$ cat src/dsp_ram_port_pkg.sv
// Purpose: Shared constants for the indirect processor RAM access port.
// Assumes: Byte address of each register is four times its index.
// Notes:   Register indices keep the interface location numbers.
package dsp_ram_port_pkg;

    // ------------------------------------------------------------------
    // Register indices and bus address width
    // ------------------------------------------------------------------
    localparam int unsigned ADDR_W          = 8;
    localparam logic [5:0]  IDX_DATA_LOW    = 6'h18;
    localparam logic [5:0]  IDX_DATA_HIGH   = 6'h19;
    localparam logic [5:0]  IDX_ADDR_LOW    = 6'h1C;
    localparam logic [5:0]  IDX_ADDR_CTRL   = 6'h1D;
    localparam logic [5:0]  IDX_IRQ_STATUS  = 6'h1F;
    localparam logic [5:0]  IDX_IRQ_MASK    = 6'h20;

    // ------------------------------------------------------------------
    // Field positions in the address/control register
    // ------------------------------------------------------------------
    localparam int unsigned ADDR_HIGH_LSB   = 0;
    localparam int unsigned ADDR_HIGH_W     = 4;
    localparam int unsigned CONT_READ_BIT   = 4;
    localparam int unsigned WRITE_SEL_BIT   = 5;
    localparam int unsigned ACCESS_GO_BIT   = 7;

    // ------------------------------------------------------------------
    // Status register layout, mask register has the same layout
    // ------------------------------------------------------------------
    localparam int unsigned NEW_STATUS_BIT  = 3;
    localparam logic [7:0]  STATUS_IMPL     = 8'h08;

    // ------------------------------------------------------------------
    // Widths and reset values
    // ------------------------------------------------------------------
    localparam int unsigned RAM_ADDR_W      = 12;
    localparam int unsigned RAM_DATA_W      = 16;
    localparam logic [7:0]  DATA_RESET      = 8'h00;
    localparam logic [7:0]  ADDR_LOW_RESET  = 8'h00;
    localparam logic [3:0]  ADDR_HIGH_RESET = 4'h0;
    localparam logic [7:0]  MASK_RESET      = 8'h08;

    // ------------------------------------------------------------------
    // Bus responses
    // ------------------------------------------------------------------
    localparam logic [1:0]  RESP_OKAY       = 2'b00;
    localparam logic [1:0]  RESP_SLVERR     = 2'b10;

    typedef enum logic [0:0] {
        ENG_IDLE = 1'b0,
        ENG_WAIT = 1'b1
    } engine_state_e;

endpackage

$ cat src/ram_access_if.sv
// Purpose: Request/answer bundle between the register block and the RAM engine.
// Assumes: One access in flight at a time.
// Notes:   start is a one-cycle pulse, done a one-cycle pulse.
`timescale 1ns/1ps
interface ram_access_if;
    import dsp_ram_port_pkg::*;
    logic                  start;
    logic                  we;
    logic [RAM_ADDR_W-1:0] addr;
    logic [RAM_DATA_W-1:0] wdata;
    logic                  busy;
    logic                  done;
    logic [RAM_DATA_W-1:0] rdata;

    modport requester (output start, we, addr, wdata, input busy, done, rdata);
    modport engine    (input start, we, addr, wdata, output busy, done, rdata);
endinterface

$ cat src/dsp_ram_port.sv
// Purpose: AXI4-Lite register window giving indirect access to processor RAM.
// Assumes: Single clock; processor RAM answers each request with one ack pulse.
// Notes:   Only byte lane 0 carries register data; upper bits read as zero.
//
// Chosen here: the AXI4-Lite register port.
`timescale 1ns/1ps
module dsp_ram_port
    import dsp_ram_port_pkg::*;
(
    // Clock and reset
    input  wire logic                  clk,
    input  wire logic                  sys_rst,
    // AXI4-Lite write address
    input  wire logic [ADDR_W-1:0]     s_axi_awaddr,
    input  wire logic [2:0]            s_axi_awprot,
    input  wire logic                  s_axi_awvalid,
    output      logic                  s_axi_awready,
    // AXI4-Lite write data
    input  wire logic [31:0]           s_axi_wdata,
    input  wire logic [3:0]            s_axi_wstrb,
    input  wire logic                  s_axi_wvalid,
    output      logic                  s_axi_wready,
    // AXI4-Lite write response
    output      logic [1:0]            s_axi_bresp,
    output      logic                  s_axi_bvalid,
    input  wire logic                  s_axi_bready,
    // AXI4-Lite read address
    input  wire logic [ADDR_W-1:0]     s_axi_araddr,
    input  wire logic [2:0]            s_axi_arprot,
    input  wire logic                  s_axi_arvalid,
    output      logic                  s_axi_arready,
    // AXI4-Lite read data
    output      logic [31:0]           s_axi_rdata,
    output      logic [1:0]            s_axi_rresp,
    output      logic                  s_axi_rvalid,
    input  wire logic                  s_axi_rready,
    // Processor RAM port
    output      logic                  ram_req,
    output      logic                  ram_we,
    output      logic [RAM_ADDR_W-1:0] ram_addr,
    output      logic [RAM_DATA_W-1:0] ram_wdata,
    input  wire logic                  ram_ack,
    input  wire logic [RAM_DATA_W-1:0] ram_rdata,
    // Interrupt
    output      logic                  irq
);

    // ------------------------------------------------------------------
    // Bus write path
    // ------------------------------------------------------------------
    // Address and data are caught independently so either may come first.
    logic              aw_held_q, aw_held_d;
    logic [5:0]        aw_idx_q, aw_idx_d;
    logic              w_held_q, w_held_d;
    logic [7:0]        w_byte_q, w_byte_d;
    logic              w_lane0_q, w_lane0_d;
    logic              bvalid_q, bvalid_d;
    logic [1:0]        bresp_q, bresp_d;
    logic              wr_fire;
    logic              wr_hit;

    assign s_axi_awready = !aw_held_q;
    assign s_axi_wready  = !w_held_q;
    assign wr_fire       = aw_held_q && w_held_q && !bvalid_q;

    always_comb begin
        unique case (aw_idx_q)
            IDX_DATA_LOW, IDX_DATA_HIGH, IDX_ADDR_LOW, IDX_ADDR_CTRL,
            IDX_IRQ_STATUS, IDX_IRQ_MASK: wr_hit = 1'b1;
            default:                      wr_hit = 1'b0;
        endcase
    end

    always_comb begin
        aw_held_d = aw_held_q;
        aw_idx_d  = aw_idx_q;
        w_held_d  = w_held_q;
        w_byte_d  = w_byte_q;
        w_lane0_d = w_lane0_q;
        bvalid_d  = bvalid_q;
        bresp_d   = bresp_q;
        if (s_axi_awvalid && s_axi_awready) begin
            aw_held_d = 1'b1;
            aw_idx_d  = s_axi_awaddr[7:2];
        end
        if (s_axi_wvalid && s_axi_wready) begin
            w_held_d  = 1'b1;
            w_byte_d  = s_axi_wdata[7:0];
            w_lane0_d = s_axi_wstrb[0];
        end
        if (wr_fire) begin
            aw_held_d = 1'b0;
            w_held_d  = 1'b0;
            bvalid_d  = 1'b1;
            bresp_d   = wr_hit ? RESP_OKAY : RESP_SLVERR;
        end else if (bvalid_q && s_axi_bready) begin
            bvalid_d  = 1'b0;
        end
    end

    always_ff @(posedge clk) begin
        if (sys_rst) begin
            aw_held_q <= 1'b0;
            aw_idx_q  <= '0;
            w_held_q  <= 1'b0;
            w_byte_q  <= '0;
            w_lane0_q <= 1'b0;
            bvalid_q  <= 1'b0;
            bresp_q   <= RESP_OKAY;
        end else begin
            aw_held_q <= aw_held_d;
            aw_idx_q  <= aw_idx_d;
            w_held_q  <= w_held_d;
            w_byte_q  <= w_byte_d;
            w_lane0_q <= w_lane0_d;
            bvalid_q  <= bvalid_d;
            bresp_q   <= bresp_d;
        end
    end

    assign s_axi_bvalid = bvalid_q;
    assign s_axi_bresp  = bresp_q;

    // ------------------------------------------------------------------
    // Window registers and access control
    // ------------------------------------------------------------------
    ram_access_if acc ();

    logic [7:0]  data_low_q, data_low_d;
    logic [7:0]  data_high_q, data_high_d;
    logic [7:0]  addr_low_q, addr_low_d;
    logic [3:0]  addr_high_q, addr_high_d;
    logic        cont_read_q, cont_read_d;
    logic        write_sel_q, write_sel_d;
    logic        go_q, go_d;
    logic        issued_q, issued_d;
    logic        op_go_q, op_go_d;
    logic        op_we_q, op_we_d;
    logic [7:0]  status_q, status_d;
    logic [7:0]  mask_q, mask_d;
    logic        wr_en;
    logic        start;

    assign wr_en = wr_fire && w_lane0_q;
    // A host-started access is served ahead of the next continuous read.
    assign start = !issued_q && !acc.busy && (go_q || cont_read_q);

    always_comb begin
        data_low_d  = data_low_q;
        data_high_d = data_high_q;
        addr_low_d  = addr_low_q;
        addr_high_d = addr_high_q;
        cont_read_d = cont_read_q;
        write_sel_d = write_sel_q;
        go_d        = go_q;
        issued_d    = issued_q;
        op_go_d     = op_go_q;
        op_we_d     = op_we_q;
        status_d    = status_q;
        mask_d      = mask_q;
        if (wr_en) begin
            unique case (aw_idx_q)
                IDX_DATA_LOW:   data_low_d  = w_byte_q;
                IDX_DATA_HIGH:  data_high_d = w_byte_q;
                IDX_ADDR_LOW:   addr_low_d  = w_byte_q;
                IDX_ADDR_CTRL: begin
                    addr_high_d = w_byte_q[ADDR_HIGH_LSB +: ADDR_HIGH_W];
                    cont_read_d = w_byte_q[CONT_READ_BIT];
                    write_sel_d = w_byte_q[WRITE_SEL_BIT];
                    // Once set, go stays set until its own access completes, whatever the host writes.
                    if (!go_q) begin
                        go_d = w_byte_q[ACCESS_GO_BIT];
                    end
                end
                IDX_IRQ_STATUS: status_d = status_q & ~(w_byte_q & STATUS_IMPL);
                IDX_IRQ_MASK:   mask_d   = w_byte_q & STATUS_IMPL;
                default:        mask_d   = mask_q;
            endcase
        end
        if (start) begin
            issued_d = 1'b1;
            op_go_d  = go_q;
            op_we_d  = go_q && write_sel_q;
        end
        // Completion is applied after the host write so the hardware event wins.
        if (acc.done) begin
            issued_d = 1'b0;
            if (op_go_q) begin
                go_d = 1'b0;
            end
            if (!op_we_q) begin
                data_low_d  = acc.rdata[7:0];
                data_high_d = acc.rdata[15:8];
            end
            status_d[NEW_STATUS_BIT] = 1'b1;
        end
    end

    always_ff @(posedge clk) begin
        if (sys_rst) begin
            data_low_q  <= DATA_RESET;
            data_high_q <= DATA_RESET;
            addr_low_q  <= ADDR_LOW_RESET;
            addr_high_q <= ADDR_HIGH_RESET;
            cont_read_q <= 1'b0;
            write_sel_q <= 1'b0;
            go_q        <= 1'b0;
            issued_q    <= 1'b0;
            op_go_q     <= 1'b0;
            op_we_q     <= 1'b0;
            status_q    <= '0;
            mask_q      <= MASK_RESET;
        end else begin
            data_low_q  <= data_low_d;
            data_high_q <= data_high_d;
            addr_low_q  <= addr_low_d;
            addr_high_q <= addr_high_d;
            cont_read_q <= cont_read_d;
            write_sel_q <= write_sel_d;
            go_q        <= go_d;
            issued_q    <= issued_d;
            op_go_q     <= op_go_d;
            op_we_q     <= op_we_d;
            status_q    <= status_d;
            mask_q      <= mask_d;
        end
    end

    // The engine latches address and data at start, so later host writes
    // cannot tear an access that is already on the RAM port.
    assign acc.start = start;
    assign acc.we    = go_q && write_sel_q;
    assign acc.addr  = {addr_high_q, addr_low_q};
    assign acc.wdata = {data_high_q, data_low_q};

    ram_access_engine u_engine (
        .clk       (clk),
        .sys_rst   (sys_rst),
        .acc       (acc.engine),
        .ram_req   (ram_req),
        .ram_we    (ram_we),
        .ram_addr  (ram_addr),
        .ram_wdata (ram_wdata),
        .ram_ack   (ram_ack),
        .ram_rdata (ram_rdata)
    );

    assign irq = |(status_q & mask_q);

    // ------------------------------------------------------------------
    // Bus read path
    // ------------------------------------------------------------------
    logic        rvalid_q, rvalid_d;
    logic [7:0]  rbyte_q, rbyte_d;
    logic [1:0]  rresp_q, rresp_d;
    logic [7:0]  rd_byte;
    logic        rd_hit;

    assign s_axi_arready = !rvalid_q;

    always_comb begin
        rd_hit  = 1'b1;
        rd_byte = 8'h00;
        unique case (s_axi_araddr[7:2])
            IDX_DATA_LOW:   rd_byte = data_low_q;
            IDX_DATA_HIGH:  rd_byte = data_high_q;
            IDX_ADDR_LOW:   rd_byte = addr_low_q;
            IDX_ADDR_CTRL:  rd_byte = {go_q, 1'b0, write_sel_q, cont_read_q, addr_high_q};
            IDX_IRQ_STATUS: rd_byte = status_q;
            IDX_IRQ_MASK:   rd_byte = mask_q;
            default:        rd_hit  = 1'b0;
        endcase
    end

    always_comb begin
        rvalid_d = rvalid_q;
        rbyte_d  = rbyte_q;
        rresp_d  = rresp_q;
        if (s_axi_arvalid && s_axi_arready) begin
            rvalid_d = 1'b1;
            rbyte_d  = rd_byte;
            rresp_d  = rd_hit ? RESP_OKAY : RESP_SLVERR;
        end else if (rvalid_q && s_axi_rready) begin
            rvalid_d = 1'b0;
        end
    end

    always_ff @(posedge clk) begin
        if (sys_rst) begin
            rvalid_q <= 1'b0;
            rbyte_q  <= '0;
            rresp_q  <= RESP_OKAY;
        end else begin
            rvalid_q <= rvalid_d;
            rbyte_q  <= rbyte_d;
            rresp_q  <= rresp_d;
        end
    end

    assign s_axi_rvalid = rvalid_q;
    assign s_axi_rdata  = {24'h00_0000, rbyte_q};
    assign s_axi_rresp  = rresp_q;

endmodule

$ cat src/ram_access_engine.sv
// Purpose: Runs one read or write against the processor RAM port.
// Assumes: The RAM raises ram_ack for one cycle with read data valid alongside.
// Notes:   Request and payload are held steady until acknowledged.
`timescale 1ns/1ps
module ram_access_engine
    import dsp_ram_port_pkg::*;
(
    // Clock and reset
    input  wire logic                  clk,
    input  wire logic                  sys_rst,
    // Request side
    ram_access_if.engine               acc,
    // Processor RAM port
    output      logic                  ram_req,
    output      logic                  ram_we,
    output      logic [RAM_ADDR_W-1:0] ram_addr,
    output      logic [RAM_DATA_W-1:0] ram_wdata,
    input  wire logic                  ram_ack,
    input  wire logic [RAM_DATA_W-1:0] ram_rdata
);

    engine_state_e         state_q, state_d;
    logic                  we_q, we_d;
    logic [RAM_ADDR_W-1:0] addr_q, addr_d;
    logic [RAM_DATA_W-1:0] wdata_q, wdata_d;
    logic [RAM_DATA_W-1:0] rdata_q, rdata_d;
    logic                  done_q, done_d;

    always_comb begin
        state_d = state_q;
        we_d    = we_q;
        addr_d  = addr_q;
        wdata_d = wdata_q;
        rdata_d = rdata_q;
        done_d  = 1'b0;
        case (state_q)
            ENG_IDLE: begin
                if (acc.start) begin
                    state_d = ENG_WAIT;
                    we_d    = acc.we;
                    addr_d  = acc.addr;
                    wdata_d = acc.wdata;
                end
            end
            ENG_WAIT: begin
                if (ram_ack) begin
                    state_d = ENG_IDLE;
                    done_d  = 1'b1;
                    if (!we_q) begin
                        rdata_d = ram_rdata;
                    end
                end
            end
            default: state_d = ENG_IDLE;
        endcase
    end

    always_ff @(posedge clk) begin
        if (sys_rst) begin
            state_q <= ENG_IDLE;
            we_q    <= 1'b0;
            addr_q  <= '0;
            wdata_q <= '0;
            rdata_q <= '0;
            done_q  <= 1'b0;
        end else begin
            state_q <= state_d;
            we_q    <= we_d;
            addr_q  <= addr_d;
            wdata_q <= wdata_d;
            rdata_q <= rdata_d;
            done_q  <= done_d;
        end
    end

    assign ram_req   = (state_q == ENG_WAIT);
    assign ram_we    = we_q;
    assign ram_addr  = addr_q;
    assign ram_wdata = wdata_q;
    assign acc.busy  = (state_q != ENG_IDLE);
    assign acc.done  = done_q;
    assign acc.rdata = rdata_q;

endmodule

$ cat config.mk
export PLATFORM = sky130hd
export DESIGN_NAME = dsp_ram_port
export DESIGN_NICKNAME = d
export VERILOG_FILES = /design/src/dsp_ram_port_pkg.sv /design/src/ram_access_if.sv /design/src/dsp_ram_port.sv /design/src/ram_access_engine.sv
export SDC_FILE = /design/constraint.sdc
export NUM_CORES = 1
export LEC_CHECK = 0
export ABC_CLOCK_PERIOD_IN_PS = 1600
export BUFFER_PORTS_ARGS = -buffer_cell sky130_fd_sc_hd__buf_2
export CAP_MARGIN = 20
export CORE_MARGIN = 2
export CORE_UTILIZATION = 34
export DETAILED_ROUTE_END_ITERATION = 10
export MAX_ROUTING_LAYER = met4
export PLACE_DENSITY = 0.62
export SLEW_MARGIN = 20
export SYNTH_ARGS = -nofsm -noshare
export SYNTH_HDL_FRONTEND = slang
export SYNTH_HIERARCHICAL = 1
export SYNTH_SLANG_ARGS = --single-unit
$ cat constraint.sdc
create_clock -name clk -period 1.6 [get_ports clk]
set_clock_uncertainty 0.05 [all_clocks]
set_input_delay 0.16 -clock clk [delete_from_list [all_inputs] [get_ports clk]]
set_output_delay 0.16 -clock clk [all_outputs]
set_load 0.02 [all_outputs]
==> reports/metrics.cfg <==
[status]
status=completed

[worst_hold_path]
worstHoldPathType=in -> reg

[placement]
post-place-ws_ps=-8.620
port_buffers=90
place_congestion=0.8332
post-dp-hpwl_um=8618

[clock_tree]
clk_latency_ps=350
cts_buffers=9
cts.sinks=112
cts_root_buf=clkbuf_16
htree_levels=3
clk_pin_slew_ps=70
cts_tree=yes
clockBufferDepth=2

[yosys]
synth_simple_gate_area_share_pct=19.94
synthXorXnorAreaFrac_pct=0
synthArstFlopShare_pct=0
synth_fa_ha_area_share_pct=0
synth_compound_area_share_pct=13.18
synth-edff-count=0
yosysWarnings=6
yosys-top-cells-area=dfxtp_1 48%, mux2i_1 11%, nand2_1 9.4%, a21oi_1 6.5%, buf_4 4.8%
netlist.area_leader.share_pct=47.82
synth_top_area_cell=dfxtp_1
synth_top_family_by_area=simple AND/OR/NAND/NOR gates
synth_area_mm2=0.004688
synth_mux_area_share_pct=11.13
ys_types=39
synthCells=533
seq_area_frac_synth_pct=47.82
avgSynthCellArea_um2=8.796
ys.flop_type=dfxtp_1
ys_ff_latch=112

[finish]
multi_input_area_mm2=0.002208
final_cell_mix=118 x nand2_1, 105 x dfxtp_1, 90 x buf_2, 61 x a21oi_1, 50 x mux2i_1
seq_area_mm2=0.002251
final_core_util_pct=44.21
antenna_cells=0
n_fill_cell=1328
layout-drive-gt1-share_pct=22.69
syn_to_final_growth_pct=25.86
layout_commonest_cell=nand2_1
fin_nets=725

[die]
die_area_mm2=0.01474
die_h_um=121.4
pin_count=154
initial_utilization_pct=35.12
num_rows=42
core_mm2=0.01335
die_x_um=121.4

[timing]
finalHoldViolations=0
max_freq_mhz=641.9
rsz0062_at_grt=yes
min_period_ps=1558
worst_pin_slew_ps=599.4
fin_ws_ps=42.13
period_share_pct=97.37
slew-limit-headroom_pct=59.92
maxSlewViolCount=0
setup-violations-final=0

[drt]
wl_met1_um=5494
viasPerCell=4.839
vias=3987
wl_met3_um=524
wl_per_cell_um=14.02
dr.first_iter.drc_count=224
ant_nets=0
drtPass1Iterations=4
wl_met2_um=5325
routed_wl_um=11550
drc=0
maxUsedRoutingLayer=met4

[setup_path]
cp_max_fo=8
required_ps=1770
arrival_ps=1730
end_kind=register
start_kind=register
crit_type=reg -> reg

[grt]
grt_pass1_vias=3706
overflow=0
grt_max_degree=63
grt_use_total_pct=16.47
grt_pass1_wl_um=18550
antenna_found_initial=0

[pwr]
vdd_drop_max_uv=546.4
p_total_w=0.005554
power.density_mw_per_mm2=941.2
leakagePower_nw=2.403

[job]
maxCapViolCount=0

==> synth_stat cells, drive strengths merged, types with 2 or more instances <==
cell type / instances
a211oi: 19
a21oi: 61
a22o: 6
a22oi: 2
and2: 2
and2b: 2
and3b: 2
buf: 41
clkbuf: 16
dfxtp: 112
inv: 5
mux2i: 51
nand2: 118
nand2b: 6
nand3: 5
nand3b: 4
nor2: 50
nor2b: 2
nor3: 2
nor4: 3
nor4b: 3
o21ai: 4
o22ai: 7
==> routing by layer <==
layer	global-route usage [%]	up-vias
met2	25.11	118
met3	3.289	16
met1	22.04	1868
met5	-	-
li1	-	1985
met4	5.244	0
==> worst max-delay path, cell delays in order, from the launching register on <==
cell and delay (ps):
dfxtp_2 320, nand4b_4 210, buf_6 160, nor4_4 180, buf_12 180, mux2i_1 230
a211oi_1 100
==> timing repair <==
| action | 4_1_cts | 5_1_grt |
|---|---|---|
| hold buffers | 19 | 0 |
| setup buffers | 0 | 2 |
| pin swaps | 0 | 5 |
| setup endpoints to repair | 1 | 51 |
| gates resized for setup | 1 | 12 |
| hold endpoints to repair | 19 | 0 |
==> kinds of logic after synthesis <==
| family | after synthesis |
|---|---|
| AND/OR/NAND/NOR | 203 |
| flip-flops | 112 |
| AO/OA/AOI/OAI | 103 |
| buffers and inverters | 62 |
| multiplexers | 52 |
| other | 1 |
==> worst paths after layout <==
path	startpoint	end	slack (ps)	cells past startpoint
worst min-delay path	s_axi_awaddr[4]	aw_idx_q[2]	3	3
worst max-delay path	s_axi_bvalid	data_high_q[1]	40	6
worst max register to register	s_axi_bvalid	data_high_q[1]	40	6
worst min register to register	s_axi_bresp[1]	s_axi_bresp[1]	400	2
==> cell type report <==
class	instances	area share (%)
flip-flops and latches	112	38.15
multi-input cells	384	37.43
repair buffers	131	15.20
clock buffers	10	4.050
well taps	176	3.732
clock inverters	6	1.124
inverters	5	0.3181
==> through the flow <==
stage               TNS [ps]  cells  hold WS (ps)  cell area [um^2]
finish                     0    824         2.874              5901
global route          -267.0    824         7.796              5901
CTS                        0    822        0.4122              5842
detailed placement    -16.28    787         314.0              5345
global placement           0    787         293.8              5345
floorplan                  0    558         209.0              4796
==> registers in the layout, indices dropped and copies added, names as in the netlist, 4 cells and up <==
name                count
data_low_q              8
data_high_q             8
addr_high_q             4
aw_idx_q                6
u_engine/ram_wdata     16
addr_low_q              8
u_engine/ram_addr      12
w_byte_q                8
rbyte_q                 8
u_engine/acc.rdata     16
==> report_power, final <==
group | total (W) | leakage [nW] | switching, W | internal [W]
Clock | 0.00230 | 0.153 | 0.00103 | 0.00127
Sequential | 0.00287 | 0.908 | 0.0000478 | 0.00282
Combinational | 0.000387 | 1.34 | 0.000231 | 0.000156
Power figures use the tool's default switching activity.
